===== src/design/drive_status_cfg.svh =====
// constants for the drive state and identity status words
// Functional notes
// - state bits: alarm, disabled, quick-stop low, zero
// - not-ready state clears bits 6,3,2,1,0
// - ready, switched-on, op-enabled and quick-stop states have fixed masked code
// - owned bit set when connection configured
// - bits 8,10,11 report three fault severities; bit 9 is zero
// - configured bit: non-default settings in use
// - extended status: unknown, faulted, no connection
// - extended status: bad config, major fault
// - extended status: run or idle connection
// - duplicate address, switch change: minor recoverable
// - read CRC, drive fault, link loss: major recoverable
// - write CRC error: major unrecoverable
// - serial attribute is low four bytes
// - state word tracks current drive state
`ifndef DRIVE_STATUS_CFG_SVH
`define DRIVE_STATUS_CFG_SVH
`define WORD_W 16
`define SERIAL_W 32
`define STATE_MASK 16'h006F
`define QSTOP_BIT 5
`define CODE_NOT_READY 7'h00
`define CODE_DISABLED 7'h40
`define CODE_READY 7'h21
`define CODE_SWITCHED_ON 7'h23
`define CODE_OP_ENABLED 7'h27
`define CODE_MALFUNCTION 7'h08
`define CODE_FAULT_REACT 7'h0F
`define CODE_QSTOP 7'h07
`define EXT_UNKNOWN 4'h0
`define EXT_IO_FAULTED 4'h2
`define EXT_NO_IO 4'h3
`define EXT_NV_BAD 4'h4
`define EXT_MAJOR 4'h5
`define EXT_RUN 4'h6
`define EXT_IDLE 4'h7
`endif


===== src/design/drive_status_pkg.sv =====
// types for the drive status block
package drive_status_pkg;
  typedef enum logic [2:0] {
    st_not_ready,
    st_disabled,
    st_ready,
    st_switched_on,
    st_op_enabled,
    st_malfunction,
    st_fault_react,
    st_qstop
  } drive_state_t;
  typedef enum logic [1:0] {
    io_none,
    io_run,
    io_idle,
    io_faulted
  } io_mode_t;
endpackage


===== src/design/drive_state_identity_status.sv =====
// drive state word and identity status word composition
`timescale 1ns/1ps
`include "drive_status_cfg.svh"
module drive_state_identity_status (
  input wire logic clock_i, // system clock
  input wire logic resetn_i, // async reset, active low
  input wire logic enable_i, // clock enable
  input wire drive_status_pkg::drive_state_t drive_state_i, // current drive state
  input wire logic quick_stop_off_i, // high unless quick stop active
  input wire logic alarm_i, // alarm present
  input wire logic direction_i, // rotation direction
  input wire logic stop_key_i, // stopped by panel key
  input wire logic ref_exceeded_i, // reference exceeded
  input wire logic ref_reached_i, // reference reached
  input wire logic forced_local_n_i, // forced local, active low
  input wire logic conn_configured_i, // a connection is configured
  input wire logic nv_nondefault_i, // settings differ from defaults
  input wire logic nv_in_use_i, // stored settings in use
  input wire drive_status_pkg::io_mode_t io_mode_i, // i/o connection mode
  input wire logic nv_bad_i, // non-volatile config bad
  input wire logic dup_address_i, // duplicate node address
  input wire logic switch_changed_i, // switch changed since power-up
  input wire logic nv_read_crc_i, // crc error on nv read
  input wire logic drive_fault_i, // drive faulted
  input wire logic link_lost_i, // link to drive lost
  input wire logic nv_write_crc_i, // crc error on nv write
  input wire logic [63:0] drive_serial_i, // full drive serial number
  output logic [15:0] drive_state_word_o, // drive state word
  output logic [15:0] identity_status_word_o, // identity status word
  output logic [31:0] serial_number_o // identity serial attribute
);
  import drive_status_pkg::*;

  logic [6:0] next_code;
  logic minor_rec;
  logic major_rec;
  logic major_unrec;
  logic [3:0] ext_code;
  logic [15:0] next_state_word;
  logic [15:0] next_identity;

  always_comb begin
    case (drive_state_i)
      st_not_ready: next_code = `CODE_NOT_READY;
      st_disabled: next_code = `CODE_DISABLED;
      st_ready: next_code = `CODE_READY;
      st_switched_on: next_code = `CODE_SWITCHED_ON;
      st_op_enabled: next_code = `CODE_OP_ENABLED;
      st_malfunction: next_code = `CODE_MALFUNCTION;
      st_fault_react: next_code = `CODE_FAULT_REACT;
      st_qstop: next_code = `CODE_QSTOP;
      default: next_code = `CODE_NOT_READY;
    endcase
    // quick-stop bit follows input where it is not significant
    case (drive_state_i)
      st_ready, st_switched_on, st_op_enabled: next_code[`QSTOP_BIT] = 1'b1;
      st_qstop: next_code[`QSTOP_BIT] = 1'b0;
      default: next_code[`QSTOP_BIT] = quick_stop_off_i;
    endcase
  end

  assign next_state_word = {direction_i, stop_key_i, 2'b00, ref_exceeded_i, ref_reached_i,
                            forced_local_n_i, 1'b0, alarm_i, next_code[6:5], 1'b0, next_code[3:0]};

  assign minor_rec = dup_address_i | switch_changed_i;
  assign major_rec = nv_read_crc_i | drive_fault_i | link_lost_i;
  assign major_unrec = nv_write_crc_i;

  extended_status ext_sel (
    .io_mode_i(io_mode_i),
    .nv_bad_i(nv_bad_i),
    .major_i(major_rec | major_unrec),
    .code_o(ext_code)
  );

  assign next_identity = {4'h0, major_unrec, major_rec, 1'b0, minor_rec, ext_code,
                          1'b0, nv_nondefault_i & nv_in_use_i, 1'b0, conn_configured_i};

  always_ff @(posedge clock_i or negedge resetn_i) begin
    if (!resetn_i) begin
      drive_state_word_o <= 16'h0000;
    end else if (enable_i) begin
      drive_state_word_o <= next_state_word;
    end
  end

  always_ff @(posedge clock_i or negedge resetn_i) begin
    if (!resetn_i) begin
      identity_status_word_o <= 16'h0000;
    end else if (enable_i) begin
      identity_status_word_o <= next_identity;
    end
  end

  always_ff @(posedge clock_i or negedge resetn_i) begin
    if (!resetn_i) begin
      serial_number_o <= 32'h0000_0000;
    end else if (enable_i) begin
      serial_number_o <= drive_serial_i[`SERIAL_W-1:0];
    end
  end
endmodule


===== src/design/extended_status.sv =====
// extended status code selection for the identity status word
`timescale 1ns/1ps
`include "drive_status_cfg.svh"
module extended_status (
  input wire drive_status_pkg::io_mode_t io_mode_i, // i/o connection mode
  input wire logic nv_bad_i, // non-volatile config bad
  input wire logic major_i, // any major fault
  output logic [3:0] code_o // extended status code
);
  import drive_status_pkg::*;
  // faults take priority over connection mode
  always_comb begin
    if (major_i) begin
      code_o = `EXT_MAJOR;
    end else if (nv_bad_i) begin
      code_o = `EXT_NV_BAD;
    end else begin
      case (io_mode_i)
        io_faulted: code_o = `EXT_IO_FAULTED;
        io_run: code_o = `EXT_RUN;
        io_idle: code_o = `EXT_IDLE;
        io_none: code_o = `EXT_NO_IO;
        default: code_o = `EXT_UNKNOWN;
      endcase
    end
  end
endmodule


===== config.mk =====
export PLATFORM = sky130hd
export DESIGN_NAME = drive_state_identity_status
export DESIGN_NICKNAME = d
export VERILOG_FILES = /design/src/design/drive_status_pkg.sv /design/src/design/drive_state_identity_status.sv /design/src/design/extended_status.sv
export VERILOG_INCLUDE_DIRS = /design/src /design/src/design
export SDC_FILE = /design/constraint.sdc
export NUM_CORES = 1
export LEC_CHECK = 0
export ABC_CLOCK_PERIOD_IN_PS = 800
export BUFFER_PORTS_ARGS = -buffer_cell sky130_fd_sc_hd__buf_2
export CAP_MARGIN = 10
export CORE_MARGIN = 2
export CORE_UTILIZATION = 37
export DETAILED_ROUTE_END_ITERATION = 7
export PLACE_DENSITY = 0.83
export SYNTH_ARGS = -nofsm -noshare
export SYNTH_HDL_FRONTEND = slang
export SYNTH_SLANG_ARGS = --single-unit
export TNS_END_PERCENT = 100

===== constraint.sdc =====
create_clock -name clock_i -period 0.8 [get_ports clock_i]
set_input_delay 0.24 -clock clock_i [delete_from_list [all_inputs] [get_ports clock_i]]
set_output_delay 0.24 -clock clock_i [all_outputs]
set_load 0.1 [all_outputs]

* Word-level counts from Yosys, hierarchy flattened
Memories as Yosys holds them, arrays and structs flattened. A register that Yosys moved wholly into a read port is not among the register bits. Index checks and enable logic that the tools add are counted.
Storage, ports and cells: register bits after elaboration 53, bits in read-only memories 48, input port bits 89, output and inout bits 64, word-level logic and storage cells 23, memories 1
Operators by class: equal/unequal tests 7, mux-type cells 4, bitwise gates (word level) 5, reduce and logical (&&, ||, !) cells 3
Memories:
- (name not given) | depth 8, width 6, rd ports 1, clocked after Yosys merged registers in 1, wr ports 0, RTL line drive_state_identity_status.sv:43 | case (drive_state_i)
Operator list (number):
- one-hot mux 4 bit (4 select lines) | 1
- 2-to-1 mux 4 bit | 2
- == test 3 x 2 -> 1 bit, second input constant | 2
- == test 3 bit, second input constant | 2
- == test 2 bit, second input constant | 2
- bitwise OR 1 bit | 4
- OR reduction 3 bit | 1
- == test 2 x 1 -> 1 bit, second input constant | 1
- zero test 2 bit | 1
- one-hot mux 1 bit (2 select lines) | 1
- AND 1 bit | 1
- zero test 1 bit | 1

* Depth between registers and ports, before layout
Gate-level depths: netlist (run 1).
depth after elaboration 4, mapped depth 5, depth with buffers taken out 5

* Modules after synthesis
Synthesis (run 1) repeated with hierarchy kept, for this count alone.
Second synthesis, totals: cells, all modules 161, area total of the unflattened synthesis 2282.2 µm²
By module, submodules not included:
- drive_state_identity_status | instances 1, cells each 151, area an instance 2217.1 µm², seq. area each 1326.3 µm²
- extended_status | instances 1, cells each 10, area an instance 65.1 µm², seq. area each 0.0 µm²

* Least setup slack after synthesis (run 1)
OpenSTA, ideal clock, no wires.
path kind flip-flop to flip-flop, from reg drive_state_word_o[6] (netlist name), to reg drive_state_word_o[6], library setup time 0.120 ns, arrival time 1.189 ns, data required time 0.680 ns, slack -0.509 ns, stages on the path, launching flop included 3, path buffers 0, clock period less this slack 1.309 ns, cell sequence dfrtp_1 -> nor2b_1 -> a31o_2
RTL lines:
- end: declaration | RTL line drive_state_identity_status.sv:28 | output logic [15:0] drive_state_word_o,

* Worst setup path in the final report (run 1)
from reg identity_status_word_o[2], to out identity_status_word_o[2]
RTL lines:
- start: declaration | RTL line drive_state_identity_status.sv:29 | output logic [15:0] identity_status_word_o,
- start signal: assignment | RTL line drive_state_identity_status.sv:91 | identity_status_word_o <= next_identity;
No word-level cell between the ends.

==> flow_metrics.env, run 1 <==
export IMPL_clk_pin_slew_ps=90
export IMPL_min_delay_start="alarm_i"
export IMPL_ys_ff_latch=52
export IMPL_grt_usage_pct=15.7
export IMPL_first_global_vias=1707
export IMPL_holdPathStages=2
export IMPL_violations="negative setup slack"
export IMPL_fmax_mhz=823
export IMPL_cp_top_family="flip-flops"
export IMPL_r2r_start="serial_number_o[25]"
export IMPL_numPortBuffers=108
export IMPL_cap_violations=0
export IMPL_wl_mm=5.06
export IMPL_die_area_mm2=0.00659
export IMPL_worst_path_stages=1
export IMPL_nets=371
export IMPL_yosysUniqueCellTypes=26
export IMPL_n_antenna_cell=0
export IMPL_fillers=384
export IMPL_clock_sinks=52
export IMPL_hold_violations=0
export IMPL_period_share_pct=152
export IMPL_synth_area_leader_cell="dfrtp_1"
export IMPL_vias_per_cell=4.54
export IMPL_syn_area_per_cell_um2=14.3
export IMPL_cts_inserted_buffers=5
export IMPL_r2r_end="serial_number_o[25]"
export IMPL_syn_to_final_growth_pct=86.1
export IMPL_crit_path_start_kind="flip-flop"
export IMPL_fin_skew_ps=0
export IMPL_met1_usage_pct=17.7
export IMPL_yosys_warnings=0
export IMPL_yosysMostFrequentCell="dfrtp_1"
export IMPL_crit_path_end_kind="output pin"
export IMPL_synth_seq_area_share_pct=59.1
export IMPL_synth_main_ff_cell="dfrtp_1"
export IMPL_grt_overflow=0
export IMPL_critPathKind="reg -> out"
export IMPL_cts_tree="yes"
export IMPL_start_util_pct=37.7
export IMPL_p_leak_uw=0.00178
export IMPL_synthTopCellsByArea="dfrtp_1, mux2_2, buf_4"
export IMPL_ir_drop_uv=1140
export IMPL_syn_inst=154
export IMPL_cp_max_fo=2
export IMPL_finalCriticalPeriod_ps=1210
export IMPL_grtUsageMet3_pct=4.11
export IMPL_first_iter_violations=19
export IMPL_setup_viol=97
export IMPL_holdWs_ps=172
export IMPL_gp_congestion=0.676
export IMPL_design_portCount=153
export IMPL_cts_root_buffer="clkbuf_8"
export IMPL_drc=0
export IMPL_cp_arrival_ps=970
export IMPL_async_flop_share_pct=100
export IMPL_yosys_top_cells_count="dfrtp_1, mux2_2, buf_4"
export IMPL_die_y_um=81.2
export IMPL_grt_start_max_net_pins=53
export IMPL_clk_latency_ps=290
export IMPL_reg2reg_depth=2
export IMPL_p_per_area_mw_per_mm2=2140
export IMPL_maxSlewViolCount=0
export IMPL_dr_total_vias=1607
export IMPL_required_ps=560
export IMPL_rows=28
export IMPL_max_stage_delay_ps=510
export IMPL_detail_route_antenna_nets=0
export IMPL_htreeDepth=2
export IMPL_worst_slack_ps=-415
export IMPL_grt_pass1_wl_mm=7.91
export IMPL_hold_class="in -> reg"
export IMPL_synth_edf_count=0
export IMPL_syn_cell_area_mm2=0.00220
export IMPL_core_region_area_mm2=0.00585
export IMPL_busiest_layer="met2"
export IMPL_dp_cells=339
export IMPL_multiInputGateArea_um2=847
export IMPL_path_cells="buf_12"
export IMPL_hold_path_end="drive_state_word_o[7]"
export IMPL_regArea_mm2=0.00150
export IMPL_rsz0062_at_grt="true"
export IMPL_wire_per_inst_um=14.3
export IMPL_drtPass1Iterations=4
export IMPL_rrSetupSlack_ps=-190
export IMPL_clockBufferDepth=2
export IMPL_layout_drive_gt1_share_pct=86.4
export IMPL_finalNonFillerCells=354
export IMPL_dp_hpwl_mm=3.76
export IMPL_tns_ps=-24650
export IMPL_cp_slowest_cell="dfrtp_4"
export IMPL_critPathBufInv=1
export IMPL_dieWidth_um=81.2
export IMPL_globalRouteMet2Util_pct=28.7
export IMPL_antenna_found_initial=0
export IMPL_synth_top_area_share_pct=59.1
export IMPL_status="complete, but fails checks"
-- metrics by stage --
step                total power [uW]  utilization (%)  setup slack (ps)  instance area [um2]
floorplan                       5760                -              -292                 2470
global placement                7180             65.5              -366                 3830
detailed placement              7240             65.5              -429                 3830
CTS                             8800             68.4              -437                 4000
global route                    9090             70.1              -450                 4100
finish                          8760             70.1              -415                 4100
-- cell families after synthesis --
logic type | Yosys count | synth area share (%)
xor+xnor | 1 | 0.398
mux | 43 | 22.1
simple gates | 14 | 3.86
buf+inv | 26 | 8.57
compound gates | 13 | 3.58
other cells | 1 | 0.170
fa+ha+maj | 4 | 2.27
flops | 52 | 59.1
-- metal layers --
layer	wire length, um	share of wire [%]	up-vias
met5	0	0	-
met1	1790	35	785
li1	-	-	746
met2	2830	56	71
met3	386	7.6	5
met4	49	0.97	0
-- state kept, by name (all words and copies together) (netlist names) --
register                flops
drive_state_word_o         12
identity_status_word_o      8
serial_number_o            32
-- worst register-to-register path: stages (launching register included) --
cell	delay (ps)
dfrtp_4	500
buf_6	120
mux2_4	260
-- repair_timing --
action / 4_1_cts / 5_1_grt
pin swaps: 0 / 5
buffers inserted: 2 / 4
endpoints found under the hold margin: 52 / 0
hold buffers: 1 / 0
resized for setup: 12 / 18
setup endpoints to repair: 99 / 99
-- worst max path at each step --
| stage | endpoint | slack [ps] | from |
|---|---|---|---|
| after detailed placement | drive_state_word_o[5] | -430 | drive_state_i[0] |
| after CTS | drive_state_word_o[3] | -440 | drive_state_word_o[3] |
| after global routing | serial_number_o[8] | -450 | serial_number_o[8] |
| after floorplan | drive_state_word_o[6] | -290 | drive_state_word_o[6] |
| final | identity_status_word_o[2] | -410 | identity_status_word_o[2] |
| after global placement | drive_state_word_o[5] | -370 | drive_state_i[0] |
-- cell type report --
| type | count | area share (%) |
|---|---|---|
| clock buffer | 6 | 2.01 |
| clock inverter | 2 | 0.244 |
| inverter | 7 | 0.641 |
| multi-input combinational | 87 | 20.7 |
| sequential | 52 | 36.5 |
| tap | 75 | 2.29 |
| timing repair buffer | 125 | 37.7 |
-- power breakdown --
part / internal, uW / switching (uW) / total (uW)
sequential: 3040 / 278 / 3310
combinational: 1440 / 2520 / 3960
clock: 691 / 793 / 1480
-- layout by cell type (no fill, tap or decap), types with 2 or more instances in the layout --
cell,instances
inv_2,4
ha_4,2
nor2b_4,2
buf_12,55
buf_6,10
nor2_1,4
conb_1,12
mux2_2,35
mux2_4,7
inv_1,3
a21oi_1,5
o21ai_2,2
buf_2,52
buf_4,6
clkinv_2,2
nand3_1,2
dfrtp_4,52
nor4_4,2
clkbuf_8,6
No activity file was read; power rests on OpenSTA's default activity.
==> run 2: changes to the inputs <==
--- a/config.mk
+++ b/config.mk
@@ -12,7 +12,7 @@
 export CORE_MARGIN = 2
 export CORE_UTILIZATION = 37
 export DETAILED_ROUTE_END_ITERATION = 7
-export PLACE_DENSITY = 0.83
+export PLACE_DENSITY = 0.85
 export SYNTH_ARGS = -nofsm -noshare
 export SYNTH_HDL_FRONTEND = slang
 export SYNTH_SLANG_ARGS = --single-unit
==> flow_metrics.env, run 2 (same netlist as run 1, synthesis figures left out) <==
export IMPL_fin_skew_ps=0
export IMPL_dieWidth_um=81.2
export IMPL_cp_max_fo=2
export IMPL_grt_usage_pct=15.0
export IMPL_largest_reg_flops=32
export IMPL_cp_top_family="flip-flops"
export IMPL_r2r_start="serial_number_o[31]"
export IMPL_cts_tree="yes"
export IMPL_fmax_mhz=824
export IMPL_core_region_area_mm2=0.00585
export IMPL_drtPass1Iterations=4
export IMPL_crit_path_start_kind="flip-flop"
export IMPL_cp_arrival_ps=970
export IMPL_rows=28
export IMPL_layout_drive_gt1_share_pct=85.7
export IMPL_clockBufferDepth=2
export IMPL_final_common_cell="buf_12"
export IMPL_p_per_area_mw_per_mm2=2170
export IMPL_wl_mm=4.92
export IMPL_hold_path_end="drive_state_word_o[14]"
export IMPL_die_y_um=81.2
export IMPL_period_share_pct=152
export IMPL_antenna_found_initial=0
export IMPL_worst_slack_ps=-414
export IMPL_cts_root_buffer="clkbuf_8"
export IMPL_setup_viol=98
export IMPL_status="complete, but fails checks"
export IMPL_first_iter_violations=51
export IMPL_clk_pin_slew_ps=80
export IMPL_die_area_mm2=0.00659
export IMPL_violations="negative setup slack"
export IMPL_dp_cells=341
export IMPL_syn_to_final_growth_pct=86.5
export IMPL_grt_start_max_net_pins=53
export IMPL_cap_violations=0
export IMPL_cp_slowest_cell="dfrtp_4"
export IMPL_rrSetupSlack_ps=-200
export IMPL_crit_path_end_kind="output pin"
export IMPL_hold_class="in -> reg"
export IMPL_hold_violations=0
export IMPL_gp_congestion=0.682
export IMPL_dp_slack_ps=-402
export IMPL_path_cells="buf_12"
export IMPL_final_cell_mix="buf_12, buf_2, dfrtp_4, mux2_2, conb_1"
export IMPL_reg2reg_depth=2
export IMPL_holdWs_ps=172
export IMPL_finalNonFillerCells=354
export IMPL_finalCriticalPeriod_ps=1210
export IMPL_rsz0062_at_grt="true"
export IMPL_required_ps=560
export IMPL_multiInputGateArea_um2=843
export IMPL_critPathKind="reg -> out"
export IMPL_max_stage_delay_ps=500
export IMPL_fillers=396
export IMPL_drc=0
export IMPL_start_util_pct=37.7
export IMPL_clock_sinks=52
export IMPL_p_leak_uw=0.00179
export IMPL_regArea_mm2=0.00150
export IMPL_first_global_vias=1641
export IMPL_dp_hpwl_mm=3.83
export IMPL_numPortBuffers=108
export IMPL_r2r_end="serial_number_o[31]"
export IMPL_nets=373
export IMPL_grt_overflow=0
export IMPL_grt_pass1_wl_mm=7.49
export IMPL_holdPathStages=2
export IMPL_n_antenna_cell=0
export IMPL_dr_total_vias=1594
export IMPL_vias_per_cell=4.50
export IMPL_clk_latency_ps=290
export IMPL_ir_drop_uv=1380
export IMPL_detail_route_antenna_nets=0
export IMPL_min_delay_start="stop_key_i"
export IMPL_htreeDepth=2
export IMPL_maxSlewViolCount=0
export IMPL_cts_inserted_buffers=5
export IMPL_wire_per_inst_um=13.9
export IMPL_design_portCount=153
export IMPL_top_regs="serial_number_o x32, drive_state_word_o x12, identity_status_word_o x8"
export IMPL_regMostFlops="serial_number_o"
export IMPL_critPathBufInv=1
-- run 2: cell types whose count changed in the layout (fill, tap and decap cells not counted), moves of 2 or more --
cell / change
clkbuf_4: +2
mux2_4: +2
clkinv_2: -2
mux2_2: -2
buf_6: -3
buf_4: +2
-- run 2: worst max path at each step --
stage	start	to	slack, ps	cells past startpoint
after floorplan	drive_state_word_o[6]	drive_state_word_o[6]	-290	2
after global placement	drive_state_i[0]	drive_state_word_o[5]	-370	6
after detailed placement	drive_state_i[1]	drive_state_word_o[5]	-400	5
after CTS	drive_state_word_o[0]	drive_state_word_o[0]	-430	1
after global routing	drive_state_word_o[0]	drive_state_word_o[0]	-450	1
final	drive_state_word_o[11]	drive_state_word_o[11]	-410	1
-- run 2: stage by stage --
stage	power (uW)	TNS [ps]	instance area [um2]	util (%)
floorplan	5760	-12160	2470	-
global placement	7200	-19150	3860	66.0
detailed placement	7260	-19580	3860	66.0
CTS	8980	-25260	4030	68.8
global route	9290	-27220	4110	70.2
finish	8930	-24540	4110	70.2
-- run 2: routing by layer --
layer  vias up  GRT usage [%]  wire length [um]
met5         -              0                 0
met4         0           3.22                17
met3         4           5.44               391
met2        74           26.8              2660
met1       768           17.3              1860
li1        748              -                 -
-- run 2: where the power goes --
| part | internal, uW | switching [uW] | leakage [uW] |
|---|---|---|---|
| Clock | 897 | 744 | 0.0000501 |
| Sequential | 3040 | 280 | 0.000557 |
| Combinational | 1440 | 2530 | 0.00118 |
-- run 2: layout make-up --
type	count	area share, %
Sequential cell	52	36.4
Clock inverter	1	0.731
Timing Repair Buffer	127	37.7
Tap cell	75	2.28
Clock buffer	5	1.67
Multi-Input combinational cell	87	20.5
Inverter	7	0.639
-- run 2: what timing repair did --
item / in CTS / in global routing
buffers inserted: 3 / 7
hold buffers: 1 / 0
gates resized for setup: 7 / 19
endpoints found under the hold margin: 52 / 0
pin swaps: 1 / 3
setup endpoints to repair: 99 / 99
==> run 3: changes to the inputs <==
--- a/config.mk
+++ b/config.mk
@@ -13,6 +13,7 @@
 export CORE_UTILIZATION = 37
 export DETAILED_ROUTE_END_ITERATION = 7
 export PLACE_DENSITY = 0.85
+export SKIP_CTS_REPAIR_TIMING = 1
 export SYNTH_ARGS = -nofsm -noshare
 export SYNTH_HDL_FRONTEND = slang
 export SYNTH_SLANG_ARGS = --single-unit
==> flow_metrics.env, run 3 (same netlist as run 1, synthesis figures left out) <==
export IMPL_clk_latency_ps=290
export IMPL_cp_slowest_cell="dfrtp_4"
export IMPL_core_region_area_mm2=0.00585
export IMPL_final_cell_area_mm2=0.00406
export IMPL_wire_per_inst_um=14.0
export IMPL_n_antenna_cell=0
export IMPL_clock_sinks=52
export IMPL_worst_path_stages=1
export IMPL_hold_class="in -> reg"
export IMPL_final_cell_mix="buf_12, buf_2, dfrtp_4, mux2_2, conb_1"
export IMPL_nets=370
export IMPL_layout_drive_gt1_share_pct=84.8
export IMPL_htreeDepth=2
export IMPL_die_y_um=81.2
export IMPL_hold_violations=0
export IMPL_place_area_mm2=0.00386
export IMPL_setup_viol=98
export IMPL_dr_total_vias=1583
export IMPL_max_stage_delay_ps=510
export IMPL_grt_start_max_net_pins=53
export IMPL_fin_total_pwr_uw=8910
export IMPL_rows=28
export IMPL_fmax_mhz=822
export IMPL_required_ps=560
export IMPL_p_per_area_mw_per_mm2=2190
export IMPL_start_util_pct=37.7
export IMPL_cp_arrival_ps=980
export IMPL_grt_usage_pct=14.8
export IMPL_largest_reg_flops=32
export IMPL_clockBufferDepth=2
export IMPL_maxSlewViolCount=0
export IMPL_cts_tree="yes"
export IMPL_detail_route_antenna_nets=0
export IMPL_first_global_vias=1610
export IMPL_cp_max_fo=2
export IMPL_rsz0062_at_grt="true"
export IMPL_drtPass1Iterations=4
export IMPL_cts_inserted_buffers=5
export IMPL_critPathKind="reg -> out"
export IMPL_drc=0
export IMPL_status="complete, but fails checks"
export IMPL_cp_top_family="flip-flops"
export IMPL_design_portCount=153
export IMPL_holdWs_ps=172
export IMPL_fin_skew_ps=0
export IMPL_grt_pass1_wl_mm=7.38
export IMPL_grt_overflow=0
export IMPL_dp_hpwl_mm=3.83
export IMPL_vias_per_cell=4.51
export IMPL_gp_congestion=0.682
export IMPL_period_share_pct=152
export IMPL_path_cells="buf_12"
export IMPL_crit_path_start_kind="flip-flop"
export IMPL_reg2reg_depth=2
export IMPL_violations="negative setup slack"
export IMPL_cap_violations=0
export IMPL_numPortBuffers=108
export IMPL_cts_root_buffer="clkbuf_8"
export IMPL_worst_slack_ps=-417
export IMPL_finalCriticalPeriod_ps=1220
export IMPL_clk_pin_slew_ps=90
export IMPL_wl_mm=4.90
export IMPL_antenna_found_initial=0
export IMPL_p_leak_uw=0.00176
export IMPL_final_common_cell="buf_12"
export IMPL_critPathBufInv=1
export IMPL_regMostFlops="serial_number_o"
export IMPL_dieWidth_um=81.2
export IMPL_crit_path_end_kind="output pin"
export IMPL_first_iter_violations=24
export IMPL_die_area_mm2=0.00659
export IMPL_ir_drop_uv=1360
export IMPL_holdPathStages=2
export IMPL_syn_to_final_growth_pct=84.4
export IMPL_top_regs="serial_number_o x32, drive_state_word_o x12, identity_status_word_o x8"
[run 3: changes by cell type in the layout (fill, tap and decap cells not counted)]
cell / delta
o21ai_2: -1
mux2_4: -2
buf_6: -2
o21ai_1: +1
nor2b_2: -1
clkbuf_4: -1
buf_4: -1
buf_2: +1
nor2b_1: +1
mux2_2: +2
[run 3: per-stage QoR]
step / utilization (%) / std cells / TNS (ps) / setup WS [ps]
detailed placement: 66.0 / 341 / -19580 / -402
finish: 69.4 / 351 / -24400 / -417
CTS: 67.7 / 347 / -24970 / -428
floorplan: - / 165 / -12160 / -292
global placement: 66.0 / 341 / -19150 / -367
global route: 69.4 / 351 / -26890 / -454
[run 3: final timing paths]
path | start | endpoint | slack (ps)
max | drive_state_word_o[5] | drive_state_word_o[5] | -420
min | ref_reached_i | drive_state_word_o[10] | 170
max reg2reg | serial_number_o[5] | serial_number_o[5] | -180
min reg2reg | identity_status_word_o[4] | identity_status_word_o[4] | 570
max in group asynchronous | resetn_i | serial_number_o[26] | 60
min in group asynchronous | resetn_i | drive_state_word_o[5] | 480
[run 3: power by group]
group	switching, uW	internal, uW
clock	760	898
combinational	2520	1410
sequential	281	3040
total	3560	5350
[run 3: layout make-up]
cell class              count  area, um2
clock buffers               5       68.8
clock inverters             1       30.0
fillers                   399       1790
inverters                   7       26.3
multi-input cells          87        830
flip-flops and latches     52       1500
well taps                  75       93.8
repair buffers            124       1520
[run 3: per-layer routing]
| layer | GRT usage (%) | vias to the layer above | wire, um |
|---|---|---|---|
| met5 | 0 | - | 0 |
| met4 | 3.22 | 0 | 17 |
| met3 | 5.33 | 4 | 387 |
| met2 | 26.4 | 73 | 2630 |
| met1 | 17.0 | 766 | 1870 |
| li1 | - | 740 | - |
